==> src/smd_pkg.sv <==
// Package of constants for the stepper driver control register block.
package smd_pkg;

  // ****************************************************************
  // Frame and address layout
  // ****************************************************************
  localparam int          WORD_W      = 16;
  localparam int          ADDR_HI     = 15;
  localparam int          ADDR_LO     = 14;
  localparam logic [1:0]  ADDR_CFG0   = 2'h0;
  localparam logic [1:0]  ADDR_CFG1   = 2'h1;
  localparam logic [1:0]  ADDR_RUN    = 2'h2;
  localparam logic [1:0]  ADDR_TBL    = 2'h3;

  // ****************************************************************
  // Second configuration word fields and reset
  // ****************************************************************
  localparam int          C1_OSC      = 13;
  localparam int          C1_TSC_LO   = 11;
  localparam int          C1_CD_LO    = 2;
  localparam int          C1_PIN_SELECT_A_LO  = 0;
  localparam logic [15:0] C1_RESET    = 16'h5020;

  // ****************************************************************
  // Zeroth configuration word fields used here, and reset
  // ****************************************************************
  localparam int          C0_PWM      = 0;
  localparam int          C0_TOF_LO   = 1;
  localparam logic [15:0] C0_RESET    = 16'h2712;

  // ****************************************************************
  // Run word fields and reset
  // ****************************************************************
  localparam int          RN_EN       = 13;
  localparam int          RN_OL_LO    = 11;
  localparam int          RN_HLR      = 10;
  localparam int          RN_SLEW     = 9;
  localparam int          RN_BRK      = 8;
  localparam int          RN_DCY_LO   = 6;
  localparam int          RN_SC_LO    = 0;
  localparam logic [15:0] RN_RESET    = 16'h8A80;

  // ****************************************************************
  // Table load and fault word layout
  // ****************************************************************
  localparam int          TB_PAR      = 6;
  localparam int          TBL_N       = 16;
  localparam int          FW_ANY      = 15;
  localparam int          FW_TW_LO    = 13;
  localparam int          FW_UV       = 11;
  localparam int          FW_ST       = 10;
  localparam int          FW_OLB      = 9;
  localparam int          FW_OLA      = 8;
  localparam logic [15:0] FAULT_POR   = 16'hFFFF;

  // ****************************************************************
  // Timing, in nanoseconds, scaled to a 4 ns (250 MHz) clock
  // ****************************************************************
  localparam int          CLK_NS      = 4;
  localparam int          TOF_BASE_NS = 20000;
  localparam int          TOF_STEP_NS = 4000;
  localparam int          TSC_HALF_NS = 500;

  typedef enum logic [2:0] {
    SMD_IDLE = 3'b001,
    SMD_SHIFT = 3'b010,
    SMD_DONE = 3'b100
  } smd_state_e;

  function automatic int smd_cyc(input int ns);
    smd_cyc = (ns / CLK_NS < 1) ? 1 : ns / CLK_NS;
  endfunction : smd_cyc

endpackage : smd_pkg

==> src/smd_sync.sv <==
// Two-flop synchroniser bank for pins from outside the clock domain.
`timescale 1ns/1ps
`default_nettype none
module smd_sync #(
  parameter int           W   = 1,
  parameter logic [W-1:0] RST = '0
) (
  input  wire logic         clk,     // System clock.
  input  wire logic         sys_rst, // Synchronous reset.
  input  wire logic [W-1:0] d,       // Asynchronous inputs.
  output logic      [W-1:0] q        // Synchronised outputs.
);
  logic [W-1:0] s1_r;
  logic [W-1:0] s2_r;
  always_ff @(posedge clk) begin
    if (sys_rst) begin
      // Reset to the idle pin levels so no false edge follows reset.
      s1_r <= RST;
      s2_r <= RST;
    end else begin
      s1_r <= d;
      s2_r <= s1_r;
    end
  end
  assign q = s2_r;
endmodule : smd_sync
`default_nettype wire

==> src/smd_timer.sv <==
// Down counter that pulses done after a loaded number of cycles.
`timescale 1ns/1ps
`default_nettype none
module smd_timer #(
  parameter int W = 16
) (
  input  wire logic         clk,     // System clock.
  input  wire logic         sys_rst, // Synchronous reset.
  input  wire logic         start,   // Load and run.
  input  wire logic [W-1:0] cycles,  // Length in cycles.
  output logic              done     // One-cycle pulse at expiry.
);
  logic [W-1:0] cnt_r;
  logic [W-1:0] cnt_nxt;
  logic         run_r;
  logic         run_nxt;
  logic         done_nxt;
  always_comb begin
    cnt_nxt  = cnt_r;
    run_nxt  = run_r;
    done_nxt = 1'b0;
    if (start) begin
      cnt_nxt = cycles;
      run_nxt = 1'b1;
    end else if (run_r) begin
      if (cnt_r <= W'(1)) begin
        run_nxt  = 1'b0;
        done_nxt = 1'b1;
      end else begin
        cnt_nxt = cnt_r - W'(1);
      end
    end
  end
  always_ff @(posedge clk) begin
    if (sys_rst) begin
      cnt_r <= '0;
      run_r <= 1'b0;
      done  <= 1'b0;
    end else begin
      cnt_r <= cnt_nxt;
      run_r <= run_nxt;
      done  <= done_nxt;
    end
  end
endmodule : smd_timer
`default_nettype wire

==> src/smd_regs.sv <==
// Serial register bank of a microstepping stepper driver.
`timescale 1ns/1ps
`default_nettype none
//
// Contract
// [RULE_01] Fixed off-time: code picks 20..48 us.
// [RULE_02] Fixed frequency: code picks listed chop period.
// [RULE_03] Clock source bit picks internal or external.
// [RULE_04] Short fault flagged after programmed detect delay.
// [RULE_05] Four-bit count delta sets stall threshold.
// [RULE_06] Two-bit select routes diagnostic pin source.
// [RULE_07] Bridges on when enable bit or pin.
// [RULE_08] Open-load threshold 20 to 50 percent.
// [RULE_09] Recirculation bit selects high or low side.
// [RULE_10] Slew bit enables slew; brake bit brakes.
// [RULE_11] Two-bit field selects current decay mode.
// [RULE_12] Signed step delta adjusts step angle.
// [RULE_13] Table word: six value bits, odd parity.
// [RULE_14] Each table value fills eight angle positions; code fills four per value (the last entry only two).
// [RULE_15] First fault word upper byte layout.
// [RULE_16] First fault word low byte: switch shorts.
// [RULE_17] Second fault word returns step angle.
// [RULE_18] Thermal code: none, cold, hot, shutdown.
// [RULE_19] Undervoltage from regulator or motor supply.
// [RULE_20] Controller keeps step pulses clear of strobe.
// [RULE_21] Table index runs 0..15, then ignores.
// [RULE_22] Parity error sets fault, value still stored.
// [RULE_23] Top flag is OR of all faults.
// [RULE_24] Sixteen bits, MSB first, two address bits.
module smd_regs
  import smd_pkg::*;
#(
  parameter int TMR_W = 16
) (
  input  wire logic       clk,               // 250 MHz system clock.
  input  wire logic       sys_rst,           // Synchronous reset.
  input  wire logic       serial_strobe_n,   // Frame strobe, low active.
  input  wire logic       sck,               // Serial clock pin.
  input  wire logic       sdi,               // Serial data in.
  output logic            sdo,               // Serial data out.
  output logic            sdo_oe,            // High while sdo driven.
  input  wire logic       enable_pin,        // External enable pin.
  input  wire logic       ext_clk_pin,       // External timing clock.
  input  wire logic       regulator_supply_uv, // Regulator supply low.
  input  wire logic       motor_supply_uv,   // Motor supply low.
  input  wire logic [1:0] thermal_code,      // Thermal monitor code.
  input  wire logic       stall_flag,        // Stall detector.
  input  wire logic       open_load_phase_a, // Phase A open load.
  input  wire logic       open_load_phase_b, // Phase B open load.
  input  wire logic [7:0] short_raw,         // Raw switch overcurrent.
  input  wire logic       pwm_on_a,          // Phase A PWM on.
  output logic            bridge_enable,     // Output bridges on.
  output logic            pin_select_a,      // Diagnostic pin level.
  output logic            use_ext_clk,       // Timing clock source.
  output logic            fixed_freq,        // Chop mode.
  output logic [15:0]     chop_cycles,       // Off time or period.
  output logic [3:0]      stall_count_delta, // Stall threshold.
  output logic [1:0]      open_load_threshold, // Open-load code.
  output logic            recirc_side_select, // Low side when high.
  output logic            slew_enable,       // Slew control on.
  output logic            brake_bit,         // Brake active.
  output logic [1:0]      decay_mode_select, // Decay mode.
  output logic [5:0]      step_angle,        // Step angle number.
  output logic [5:0]      cur_a,             // Phase A table value.
  output logic [5:0]      cur_b              // Phase B table value.
);
  import smd_pkg::*;

  // ****************************************************************
  // Pin synchronisers
  // ****************************************************************
  logic [15:0] pin_s;
  smd_sync #(.W(16), .RST(16'hC000)) u_sync (
    .clk     (clk),
    .sys_rst (sys_rst),
    .d       ({serial_strobe_n, sck, sdi, enable_pin, ext_clk_pin,
               regulator_supply_uv, motor_supply_uv, thermal_code,
               stall_flag, open_load_phase_a, open_load_phase_b,
               pwm_on_a, 3'h0}),
    .q       (pin_s)
  );
  logic stb_n_s, sck_s, sdi_s, en_s, uv_any;
  assign stb_n_s = pin_s[15];
  assign sck_s   = pin_s[14];
  assign sdi_s   = pin_s[13];
  assign en_s    = pin_s[12];
  // [RULE_19] Either supply low.
  assign uv_any  = pin_s[10] | pin_s[9];
  logic [15:0] cfg0_r, cfg1_r, run_r;

  // ****************************************************************
  // Serial frame engine
  // ****************************************************************
  smd_state_e  st_r, st_nxt;
  logic [15:0] sh_r, sh_nxt, out_r, out_nxt;
  logic [4:0]  bits_r, bits_nxt;
  logic        sck_d_r, rise, fall;
  logic        wr_stb, frame_err;
  logic [15:0] word;
  assign rise = sck_s & ~sck_d_r;
  assign fall = ~sck_s & sck_d_r;
  assign word = sh_r;

  logic [15:0] fault_flags_overcurrent, fault_flags_angle_readback;
  always_comb begin
    st_nxt    = st_r;
    sh_nxt    = sh_r;
    out_nxt   = out_r;
    bits_nxt  = bits_r;
    wr_stb    = 1'b0;
    frame_err = 1'b0;
    case (st_r)
      SMD_IDLE: begin
        if (!stb_n_s) begin
          st_nxt   = SMD_SHIFT;
          bits_nxt = '0;
          out_nxt  = fault_flags_overcurrent;
        end
      end
      SMD_SHIFT: begin
        // [RULE_24] MSB first capture.
        if (rise && bits_r < 5'(WORD_W)) begin
          sh_nxt   = {sh_r[14:0], sdi_s};
          bits_nxt = bits_r + 5'h1;
          if (bits_r == 5'h1 && sh_r[0] == 1'b0 && sdi_s)
            out_nxt = {fault_flags_angle_readback[13:0], 2'b00};
          else
            out_nxt = {out_r[14:0], 1'b0};
        end
        if (stb_n_s) begin
          st_nxt = SMD_IDLE;
          if (bits_r == 5'(WORD_W))
            wr_stb = 1'b1;
          else if (bits_r != 5'h0)
            frame_err = 1'b1;
        end
      end
      default: st_nxt = SMD_IDLE;
    endcase
  end
  assign sdo    = out_r[15];
  assign sdo_oe = (st_r == SMD_SHIFT);

  always_ff @(posedge clk) begin
    if (sys_rst) begin
      st_r    <= SMD_IDLE;
      sh_r    <= '0;
      out_r   <= '0;
      bits_r  <= '0;
      sck_d_r <= 1'b1;
    end else begin
      st_r    <= st_nxt;
      sh_r    <= sh_nxt;
      out_r   <= out_nxt;
      bits_r  <= bits_nxt;
      sck_d_r <= sck_s;
    end
  end

  // ****************************************************************
  // Writable registers and table loader
  // ****************************************************************
  logic [15:0] cfg1_nxt, run_nxt;
  logic [5:0]  sa_r, sa_nxt;
  logic [4:0]  idx_r, idx_nxt;
  logic [5:0]  tbl_r [TBL_N];
  logic        tbl_we, par_err;
  logic [1:0]  addr;
  assign addr   = word[ADDR_HI:ADDR_LO];
  assign cfg0_r = C0_RESET;

  always_comb begin
    cfg1_nxt = cfg1_r;
    run_nxt  = run_r;
    sa_nxt   = sa_r;
    idx_nxt  = idx_r;
    tbl_we   = 1'b0;
    par_err  = 1'b0;
    if (frame_err) begin
      idx_nxt = '0;
    end else if (wr_stb) begin
      case (addr)
        ADDR_CFG1: begin
          cfg1_nxt = word;
          idx_nxt  = '0;
        end
        ADDR_RUN: begin
          run_nxt = word;
          idx_nxt = '0;
          // [RULE_12] Signed delta wraps modulo 64.
          sa_nxt  = sa_r + word[RN_SC_LO +: 6];
        end
        ADDR_TBL: begin
          // [RULE_21] Sixteen loads then ignore.
          if (idx_r < 5'(TBL_N)) begin
            tbl_we  = 1'b1;
            idx_nxt = idx_r + 5'h1;
            // [RULE_13] [RULE_22] Odd parity check.
            par_err = ~(^word[TB_PAR:0]);
          end
        end
        default: idx_nxt = '0;
      endcase
    end
  end

  always_ff @(posedge clk) begin
    if (sys_rst) begin
      cfg1_r <= C1_RESET;
      run_r  <= RN_RESET;
      sa_r   <= '0;
      idx_r  <= '0;
    end else begin
      cfg1_r <= cfg1_nxt;
      run_r  <= run_nxt;
      sa_r   <= sa_nxt;
      idx_r  <= idx_nxt;
    end
  end

  // The table survives reset; contents are undefined until loaded.
  always_ff @(posedge clk) begin
    if (tbl_we)
      tbl_r[idx_r[3:0]] <= word[5:0];
  end

  // ****************************************************************
  // Table expansion to phase currents
  // ****************************************************************
  function automatic logic [5:0] quad_val(input logic [5:0] a);
    logic [4:0] m;
    m = a[4:0];
    // [RULE_14] Mirror about 16; 0 and 32 hold zero.
    if (m == 5'h0)
      quad_val = 6'h0;
    else if (m <= 5'h10)
      quad_val = tbl_r[4'(m - 5'h1)];
    else
      quad_val = tbl_r[4'(5'h1F - m)];
  endfunction : quad_val

  always_ff @(posedge clk) begin
    if (sys_rst) begin
      cur_a <= '0;
      cur_b <= '0;
    end else begin
      cur_a <= quad_val(sa_r);
      cur_b <= quad_val(sa_r + 6'h10);
    end
  end
  assign step_angle = sa_r;

  // ****************************************************************
  // Fault capture and readback words
  // ****************************************************************
  logic [7:0]  short_r;
  logic        err_r, stall_s;
  logic        tsc_start, tsc_done;
  logic [TMR_W-1:0] tsc_cyc;
  assign stall_s = pin_s[6];
  // [RULE_04] Detect delay 0.5,1,2,3 us.
  always_comb begin
    case (cfg1_r[C1_TSC_LO +: 2])
      2'h0:    tsc_cyc = TMR_W'(smd_cyc(TSC_HALF_NS));
      2'h1:    tsc_cyc = TMR_W'(smd_cyc(2 * TSC_HALF_NS));
      2'h2:    tsc_cyc = TMR_W'(smd_cyc(4 * TSC_HALF_NS));
      default: tsc_cyc = TMR_W'(smd_cyc(6 * TSC_HALF_NS));
    endcase
  end
  logic tsc_busy_r;
  assign tsc_start = (|short_raw) & ~tsc_busy_r;
  smd_timer #(.W(TMR_W)) u_tsc (
    .clk     (clk),
    .sys_rst (sys_rst),
    .start   (tsc_start),
    .cycles  (tsc_cyc),
    .done    (tsc_done)
  );

  logic clr_faults;
  assign clr_faults = wr_stb | frame_err;
  always_ff @(posedge clk) begin
    if (sys_rst) begin
      short_r    <= '0;
      err_r      <= 1'b1;
      tsc_busy_r <= 1'b0;
    end else begin
      tsc_busy_r <= (tsc_busy_r | tsc_start) & ~tsc_done;
      // Set wins over the end-of-access clear.
      // [RULE_16] Switch flags after delay.
      short_r <= (clr_faults ? 8'h0 : short_r)
                 | (tsc_done ? short_raw : 8'h0);
      err_r   <= (clr_faults ? 1'b0 : err_r) | par_err | frame_err;
    end
  end

  // [RULE_15] [RULE_18] Upper byte of both words.
  logic [6:0] upper;
  assign upper = {pin_s[8:7], 1'b0, uv_any, stall_s, pin_s[4], pin_s[5]};
  // [RULE_23] Top flag covers all faults.
  logic any_fault_flag;
  assign any_fault_flag = (|upper) | (|short_r) | err_r;
  assign fault_flags_overcurrent = {any_fault_flag, upper, short_r};
  // [RULE_17] Zeros then step angle.
  assign fault_flags_angle_readback = {any_fault_flag, upper, 2'b00, sa_r};

  // ****************************************************************
  // Control outputs
  // ****************************************************************
  // [RULE_07] Enable bit OR pin.
  assign bridge_enable = run_r[RN_EN] | en_s;
  // [RULE_06] Diagnostic pin routing.
  always_comb begin
    case (cfg1_r[C1_PIN_SELECT_A_LO +: 2])
      2'h0:    pin_select_a = ~any_fault_flag;
      2'h1:    pin_select_a = ~stall_s;
      2'h2:    pin_select_a = pin_s[3];
      default: pin_select_a = |pin_s[8:7];
    endcase
  end
  // [RULE_01] [RULE_02] Chop timing by mode.
  assign fixed_freq = cfg0_r[C0_PWM];
  always_comb begin
    logic [2:0] c;
    c = cfg0_r[C0_TOF_LO +: 3];
    if (!fixed_freq)
      chop_cycles = 16'(smd_cyc(TOF_BASE_NS + TOF_STEP_NS * int'(c)));
    else
      case (c)
        3'h0:    chop_cycles = 16'(smd_cyc(24000));
        3'h1:    chop_cycles = 16'(smd_cyc(32000));
        3'h2:    chop_cycles = 16'(smd_cyc(40000));
        3'h3:    chop_cycles = 16'(smd_cyc(46000));
        3'h4:    chop_cycles = 16'(smd_cyc(52000));
        3'h5:    chop_cycles = 16'(smd_cyc(56000));
        3'h6:    chop_cycles = 16'(smd_cyc(60000));
        default: chop_cycles = 16'(smd_cyc(64000));
      endcase
  end
  // [RULE_03] Clock source select.
  // The external clock is only steered on; the timers above use clk.
  assign use_ext_clk         = cfg1_r[C1_OSC];
  // [RULE_05] Stall count delta.
  assign stall_count_delta   = cfg1_r[C1_CD_LO +: 4];
  // [RULE_08] [RULE_09] [RULE_10] [RULE_11] Run fields.
  assign open_load_threshold = run_r[RN_OL_LO +: 2];
  assign recirc_side_select  = run_r[RN_HLR];
  assign slew_enable         = run_r[RN_SLEW];
  assign brake_bit           = run_r[RN_BRK];
  assign decay_mode_select   = run_r[RN_DCY_LO +: 2];

endmodule : smd_regs
`default_nettype wire

==> config.mk <==
export PLATFORM = sky130hd
export DESIGN_NAME = smd_regs
export DESIGN_NICKNAME = d
export VERILOG_FILES = /design/src/smd_pkg.sv /design/src/smd_sync.sv /design/src/smd_timer.sv /design/src/smd_regs.sv
export SDC_FILE = /design/constraint.sdc
export NUM_CORES = 1
export LEC_CHECK = 0
export BUFFER_PORTS_ARGS = -buffer_cell sky130_fd_sc_hd__buf_2
export CORE_MARGIN = 2
export CORE_UTILIZATION = 46
export DETAILED_ROUTE_END_ITERATION = 10
export PLACE_DENSITY_LB_ADDON = 0.08
export SLEW_MARGIN = 20
export SYNTH_ARGS = -nofsm -noshare
export SYNTH_HDL_FRONTEND = slang
export SYNTH_HIERARCHICAL = 1
export SYNTH_SLANG_ARGS = --single-unit
==> constraint.sdc <==
create_clock -name clk -period 4.06 [get_ports clk]
set_input_delay 0.812 -clock clk [delete_from_list [all_inputs] [get_ports clk]]
set_output_delay 0.812 -clock clk [all_outputs]
set_load 0.02 [all_outputs]
==> run_results.csv, run 1 <==
group,metric,value,unit
clock_tree,cts_root_buf,"clkbuf_16",
placement,finalWeightedCongestion,0.8220,
timing,finalCritPeriodShare,0.7814,
global_route,gr-total-overflow,0,
final_layout,area_delta_synth_final,13.24,%
route,drt_pass1_iterations,5,
job,drv_cap,0,
synth,synth_area,10350,µm²
setup_path,criticalPathCategory,"reg2reg",
floorplan,initial_utilization,0.4714,
placement,dp_hpwl,16220,µm
final_layout,fin_area,11720,µm²
clock_tree,clock_sinks,228,
pwr,p_comb_frac,0.031,
floorplan,core-area,21960,µm²
final_layout,fill_cells,1853,
final_layout,antennaDiodeCount,0,
pwr,internal-power,4.068,mW
timing,hold_viol,0,
route,vias,6825,
global_route,grt_pass1_wl,37720,µm
global_route,grt_max_degree,65,
pwr,power_frac_clock,0.494,
clock_tree,cts_tree,"done",
final_layout,layout_commonest_cell,"dfxtp_1",
setup_path,crit_path_end_kind,"flop",
synth,synth_area_per_cell,12.08,µm²
pwr,finalPower,5.098,mW
setup_path,cp_top_family,"simple AND/OR/NAND/NOR gates",
route,drt_drc_violations_left,0,
min_path,hold-path-cell-count,1,
global_route,grt_pass1_vias,6733,
synth,postSynthCellCount,857,
setup_path,crit_path_frequent_cell,"nand2_1",
placement,port_buffers,55,
timing,timing.final.crit_period,3173,ps
final_layout,multi_input_area,4431,µm²
timing,finalSetupViolCount,0,
final_layout,layout_common_cells,"131 x dfxtp_1, 96 x edfxtp_1, 86 x nor2_1",
setup_path,rr_worst_depth,7,
floorplan,die-area,23720,µm²
pwr,ir_worst_vdd,0.2689,mV
setup_path,cp_max_fo,7,
setup_path,worstPathArrival,3310,ps
placement,dpl_cell_area,10800,µm²
timing,slew-limit-headroom,0.3517,
pwr,seqPwrFrac,0.475,
final_layout,regArea,5529,µm²
clock_tree,cts_hold_buf,0,
setup_path,crit_buf_inv,1,
min_path,hold_end,"u_sync/q[14]$_SDFF_PP1_",
placement,place_ws,912.8,ps
route,drt_iter0_drc,522,
timing,setup_slack,887.3,ps
global_route,antenna_found_initial,0,
setup_path,slowest_delay,570,ps
timing,fin_skew,14.20,ps
floorplan,die_y,154.0,µm
final_layout,drive_gt1_frac,0.2134,
setup_path,timing.rr.start,"bits_r[0]$_SDFFE_PP0P_",
clock_tree,clkSlewWorstSetupHoldPaths,60,ps
min_path,worstHoldStart,"u_sync/s1_r[14]$_SDFF_PP1_",
pwr,p_leak,4.137,nW
setup_path,reg2reg_to,"tbl_r[14][2]$_DFFE_PP_",
clock_tree,numCtsBuffers,25,
setup_path,r2r_slack,890,ps
route,post_drt_wl_per_cell,19.74,µm
pwr,netSwitchingPower,1.030,mW
floorplan,die_w,154.0,µm
route,vias_per_cell,5.673,
placement,post-place-cells,1159,
clock_tree,cts_resized,0,
final_layout,layout.cells.non_filler,1203,
min_path,hold_class,"reg2reg",
clock_tree,postCtsSetupBuffers,0,
route,routed_wl,23750,µm
timing,fmax,315.2,MHz
final_layout,nNetsFinal,946,
setup_path,crit_chain,"inv_1 -> ha_1 -> nor3b_1 -> nand2_1 -> nor3_1 -> nand2_1 -> nor2_1",
clock_tree,cts_max_level,1,
setup_path,start_kind,"flop",
synth,ys_warn_count,6,
floorplan,ioPinCount,74,
status,status,"finished clean",
pwr,power_density,434.9,nW/µm²
setup_path,required,4200,ps
timing,fin_setup_tns,0,ps
route,ant_nets,0,
timing,tightest_slew,968.9,ps
clock_tree,clk_path_buf_depth,3,
floorplan,num_rows,54,
timing,rsz0062_at_grt,"false",
pwr,p_sw_frac,0.2020,
timing,report.final.slew_viol_count,0,
clock_tree,clk_latency,510,ps
global_route,track_usage,0.2014,
setup_path,crit_slowest_cell,"nor3_1",
-- sequential cells by signal (all words and copies together) (netlist names) --
signal	count
run_r	8
bits_r	5
cur_b	6
sh_r	16
sck_d_r	1
tbl_r	96
step_angle	6
err_r	1
cfg1_r	9
tsc_busy_r	1
st_r	2
short_r	8
idx_r	5
cur_a	6
u_tsc/cnt_r	16
u_tsc/done	1
u_sync/q	12
out_r	16
u_sync/s1_r	12
u_tsc/run_r	1
-- power by group through the flow --
| stage | Clock [mW] | Sequential, mW | Combinational [mW] |
|---|---|---|---|
| final | 2.52 | 2.42 | 0.157 |
| after global routing | 2.67 | 2.42 | 0.175 |
| after CTS | 2.57 | 2.42 | 0.157 |
| after detailed placement | 0 | 2.47 | 0.156 |
| after global placement | 0 | 2.47 | 0.153 |
| after floorplan | 0 | 2.47 | 0.132 |
-- area by class of cell --
cell class	instances	area share
clock buffers	29	0.05647
clock inverters	15	0.02231
inverters	18	0.005764
multi-input cells	559	0.3780
flip-flops and latches	228	0.4717
well taps	280	0.02989
repair buffers	74	0.03587
-- routing by layer --
layer | GRT usage | up-vias | routed length, µm
li1 | - | 3253 | -
met3 | 0.03298 | 28 | 1178
met1 | 0.3067 | 3353 | 11640
met2 | 0.3049 | 191 | 10590
met4 | 0.04139 | 0 | 337
met5 | 0 | - | 0
-- metrics by stage --
step | utilization | hold WS (ps)
detailed placement | 0.4917 | 409.1
floorplan | - | 383.2
global placement | 0.4917 | 394.4
global route | 0.5338 | 437.4
CTS | 0.5338 | 424.1
finish | 0.5338 | 420.4
-- worst max path at each step --
stage	from	endpoint	slack, ps	cells after the start
after floorplan	step_angle[0]$_SDFFE_PP0P_	cur_b[0]$_SDFF_PP0_	980	11
after global placement	bits_r[0]$_SDFFE_PP0P_	tbl_r[4][1]$_DFFE_PP_	950	7
after detailed placement	bits_r[0]$_SDFFE_PP0P_	tbl_r[10][4]$_DFFE_PP_	910	7
after CTS	bits_r[0]$_SDFFE_PP0P_	tbl_r[5][2]$_DFFE_PP_	910	7
after global routing	bits_r[0]$_SDFFE_PP0P_	tbl_r[14][4]$_DFFE_PP_	530	7
final	bits_r[0]$_SDFFE_PP0P_	tbl_r[14][2]$_DFFE_PP_	890	7
No activity file was read; power rests on OpenSTA's default activity.
==> run 2, diff against run 1 <==
clock period = 2.6 ns   (was 4.06 ns; I/O delays follow)
==> run_results.csv, run 2 (synthesis results as in run 1) <==
group,metric,value,unit
status,status,"finished clean",
route,drt_drc_violations_left,0,
setup_path,required,2080,ps
min_path,hold_class,"in2reg",
placement,finalWeightedCongestion,0.8379,
global_route,track_usage,0.2070,
setup_path,crit_slowest_cell,"nor4_2",
setup_path,crit_path_end_kind,"output port",
final_layout,antennaDiodeCount,0,
setup_path,start_kind,"flop",
placement,port_buffers,55,
final_layout,multi_input_area,4448,µm²
pwr,ir_worst_vdd,0.4371,mV
job,drv_cap,0,
final_layout,layout_common_cells,"131 x dfxtp_1, 96 x edfxtp_1, 86 x nor2_1",
setup_path,crit_buf_inv,1,
pwr,p_leak,4.267,nW
global_route,grt_pass1_wl,38830,µm
final_layout,drive_gt1_frac,0.2387,
floorplan,ioPinCount,74,
setup_path,timing.rr.start,"bits_r[1]$_SDFFE_PP0P_",
global_route,grt_pass1_vias,7099,
clock_tree,postCtsSetupBuffers,0,
route,post_drt_wl_per_cell,19.56,µm
clock_tree,numCtsBuffers,25,
route,vias,7019,
timing,report.final.slew_viol_count,0,
clock_tree,cts_hold_buf,0,
setup_path,r2r_slack,210,ps
timing,fmax,403.2,MHz
route,ant_nets,0,
global_route,grt_max_degree,90,
min_path,hold_end,"u_sync/s1_r[14]$_SDFF_PP1_",
setup_path,slowest_delay,360,ps
final_layout,layout_commonest_cell,"dfxtp_1",
clock_tree,clk_path_buf_depth,3,
final_layout,area_delta_synth_final,15.18,%
route,drt_iter0_drc,526,
route,routed_wl,24070,µm
setup_path,worstPathArrival,1960,ps
timing,finalCritPeriodShare,0.9540,
final_layout,fin_area,11920,µm²
min_path,worstHoldStart,"sck",
floorplan,die_w,154.0,µm
setup_path,crit_chain,"nor4_2 -> nand4_1 -> nor2_1 -> a211oi_1 -> a21oi_1 -> buf_2",
clock_tree,clkSlewWorstSetupHoldPaths,60,ps
timing,setup_slack,119.6,ps
clock_tree,cts_resized,0,
route,drt_pass1_iterations,5,
route,vias_per_cell,5.702,
pwr,finalPower,7.607,mW
clock_tree,clock_sinks,228,
floorplan,initial_utilization,0.4714,
floorplan,die_y,154.0,µm
global_route,antenna_found_initial,0,
placement,place_ws,225.6,ps
min_path,hold-path-cell-count,2,
placement,dpl_cell_area,11060,µm²
timing,hold_viol,0,
timing,tightest_slew,683.0,ps
setup_path,cp_max_fo,4,
floorplan,core-area,21960,µm²
clock_tree,clk_latency,530,ps
timing,finalSetupViolCount,0,
pwr,power_density,638.1,nW/µm²
global_route,gr-total-overflow,0,
setup_path,criticalPathCategory,"reg2out",
setup_path,cp_top_family,"simple AND/OR/NAND/NOR gates",
timing,fin_skew,19.24,ps
clock_tree,cts_root_buf,"clkbuf_16",
setup_path,reg2reg_to,"tbl_r[3][3]$_DFFE_PP_",
timing,slew-limit-headroom,0.5412,
clock_tree,cts_max_level,1,
clock_tree,cts_tree,"done",
final_layout,nNetsFinal,972,
floorplan,die-area,23720,µm²
placement,dp_hpwl,16470,µm
final_layout,regArea,5529,µm²
final_layout,post-route-util,0.5430,
timing,timing.final.crit_period,2480,ps
setup_path,rr_worst_depth,7,
timing,whs,204.4,ps
floorplan,num_rows,54,
final_layout,fill_cells,1847,
final_layout,largest_register_ffs,96,
run 2: routing by layer:
layer | up-vias | wire [µm] | GRT usage
met3 | 53 | 1311 | 0.03410
li1 | 3313 | - | -
met4 | 0 | 654 | 0.06231
met1 | 3439 | 10620 | 0.2813
met5 | - | 0 | 0
met2 | 214 | 11490 | 0.3432
run 2: cell type report:
type / instances / share of cell area
flip-flops and latches: 228 / 0.4637
multi-input cells: 559 / 0.3731
clock buffers: 40 / 0.06580
repair buffers: 100 / 0.05688
well taps: 280 / 0.02938
inverters: 18 / 0.005667
clock inverters: 6 / 0.005457
run 2: metrics by stage:
stage | TNS (ps) | cells
6_report | 0 | 1231
5_1_grt | -25.62 | 1231
4_1_cts | 0 | 1231
3_5_place_dp | 0 | 1185
3_3_place_gp | 0 | 1185
2_1_floorplan | 0 | 880
run 2: power by group:
part           switching, mW  internal, mW
clock network           1.40          2.17
logic                  0.155        0.0977
registers             0.0396          3.74
run 2: worst max-delay path by stage:
stage               slack, ps  cells past startpoint                     to                       start
finish                    120                      6           pin_select_a      u_sync/q[7]$_SDFF_PP0_
global route              -30                      6           pin_select_a      u_sync/q[7]$_SDFF_PP0_
CTS                        20                      6           pin_select_a      u_sync/q[7]$_SDFF_PP0_
detailed placement        230                      8  tbl_r[2][1]$_DFFE_PP_      bits_r[1]$_SDFFE_PP0P_
global placement          260                      8  tbl_r[2][4]$_DFFE_PP_      bits_r[0]$_SDFFE_PP0P_
floorplan                  20                     10    cur_b[4]$_SDFF_PP0_  step_angle[0]$_SDFFE_PP0P_
==> run 3, diff against run 2 <==
clock period = 2.8 ns   (was 2.6 ns; I/O delays follow)
==> run_results.csv, run 3 (synthesis results as in run 1) <==
group,metric,value,unit
status,status,"finished clean",
placement,dp_hpwl,16460,µm
clock_tree,cts_resized,0,
global_route,grt_pass1_vias,7085,
floorplan,die_w,154.0,µm
route,drt_iter0_drc,445,
floorplan,initial_utilization,0.4714,
global_route,grt_max_degree,51,
setup_path,crit_path_end_kind,"output port",
timing,timing.final.crit_period,2515,ps
timing,slew-limit-headroom,0.5257,
clock_tree,clk_latency,530,ps
timing,finalCritPeriodShare,0.8982,
global_route,gr-total-overflow,0,
timing,finalSetupViolCount,0,
setup_path,critical_path_cell_count,6,
global_route,grt_pass1_wl,38310,µm
route,drt_pass1_iterations,5,
floorplan,die_y,154.0,µm
setup_path,rr_worst_depth,8,
pwr,power_frac_clock,0.456,
floorplan,num_rows,54,
min_path,hold-path-cell-count,2,
floorplan,die-area,23720,µm²
global_route,track_usage,0.2025,
setup_path,cp_top_family,"simple AND/OR/NAND/NOR gates",
pwr,ir_worst_vdd,0.4229,mV
clock_tree,numCtsBuffers,25,
clock_tree,cts_tree,"done",
pwr,netSwitchingPower,1.482,mW
final_layout,antennaDiodeCount,0,
clock_tree,postCtsSetupBuffers,0,
pwr,internal-power,5.400,mW
route,ant_nets,0,
timing,fin_skew,7.202,ps
final_layout,nNetsFinal,971,
timing,report.final.slew_viol_count,0,
final_layout,layout_common_cells,"131 x dfxtp_1, 96 x edfxtp_1, 86 x nor2_1",
timing,fin_setup_tns,0,ps
timing,fmax,397.6,MHz
timing,tightest_slew,708.3,ps
setup_path,worstPathArrival,1950,ps
floorplan,ioPinCount,74,
final_layout,layout_commonest_cell,"dfxtp_1",
pwr,p_leak,4.217,nW
min_path,hold_class,"in2reg",
pwr,power_density,582.0,nW/µm²
final_layout,fin_area,11830,µm²
global_route,antenna_found_initial,0,
placement,dpl_cell_area,11040,µm²
route,vias,6985,
clock_tree,cts_max_level,1,
pwr,p_sw_frac,0.2153,
route,post_drt_wl_per_cell,19.26,µm
final_layout,largest_register_ffs,96,
final_layout,post-route-util,0.5386,
clock_tree,clock_sinks,228,
final_layout,area_delta_synth_final,14.25,%
clock_tree,clkSlewWorstSetupHoldPaths,60,ps
final_layout,drive_gt1_frac,0.2308,
setup_path,crit_chain,"nor4_1 -> nand4_1 -> nor2_1 -> a211oi_1 -> a21oi_1 -> buf_2",
floorplan,core-area,21960,µm²
clock_tree,cts_root_buf,"clkbuf_16",
route,drt_drc_violations_left,0,
setup_path,start_kind,"flop",
job,drv_cap,0,
pwr,seqPwrFrac,0.510,
route,routed_wl,23670,µm
placement,port_buffers,55,
timing,rsz0062_at_grt,"false",
setup_path,required,2240,ps
route,vias_per_cell,5.683,
setup_path,crit_slowest_cell,"nor4_1",
setup_path,criticalPathCategory,"reg2out",
pwr,p_comb_frac,0.034,
clock_tree,clk_path_buf_depth,3,
setup_path,crit_buf_inv,1,
clock_tree,cts_hold_buf,0,
timing,hold_viol,0,
setup_path,cp_max_fo,4,
placement,finalWeightedCongestion,0.7879,
setup_path,slowest_delay,360,ps
## run 3: cell types whose count changed in the layout (fill, tap and decap cells not counted), moves of 2 or more
cell,change
clkbuf_8,-5
clkinv_1,+3
nor4_1,+2
nor4_2,-2
## run 3: final cells by class
cell class | count | area, µm²
fillers | 1881 | 10130
flip-flops and latches | 228 | 5529
multi-input cells | 559 | 4431
clock buffers | 35 | 695.7
repair buffers | 99 | 658.1
well taps | 280 | 350.3
clock inverters | 10 | 95.09
inverters | 18 | 67.56
## run 3: power by group through the flow
stage,combinational (mW),sequential (mW),clock (mW)
floorplan,0.191,3.58,0
global placement,0.227,3.58,0
detailed placement,0.232,3.58,0
CTS,0.233,3.51,3.20
global route,0.259,3.52,3.34
finish,0.234,3.51,3.14
## run 3: final timing paths
check / end / startpoint / slack (ps)
setup / recovery: pin_select_a / u_sync/q[7]$_SDFF_PP0_ / 290
hold / removal: u_sync/s1_r[12]$_SDFF_PP0_ / enable_pin / 250
setup reg to reg: tbl_r[2][0]$_DFFE_PP_ / bits_r[0]$_SDFFE_PP0P_ / 350
hold reg to reg: u_sync/q[14]$_SDFF_PP1_ / u_sync/s1_r[14]$_SDFF_PP1_ / 400
## run 3: per-layer routing
layer / global-route usage / part of all wire
met1: 0.2899 / 0.47
met2: 0.3227 / 0.46
met3: 0.03720 / 0.056
met4: 0.04673 / 0.021
met5: 0 / 0
## run 3: through the flow
| step | power [mW] | std cells | hold WS [ps] | setup WS, ps |
|---|---|---|---|---|
| 3_3_place_gp | 3.807 | 1184 | 394.3 | 380.8 |
| 3_5_place_dp | 3.814 | 1184 | 392.3 | 348.3 |
| 5_1_grt | 7.119 | 1229 | 236.7 | 42.87 |
| 4_1_cts | 6.946 | 1229 | 234.9 | 270.8 |
| 6_report | 6.882 | 1229 | 250.0 | 285.0 |
| 2_1_floorplan | 3.768 | 880 | 383.2 | 84.09 |
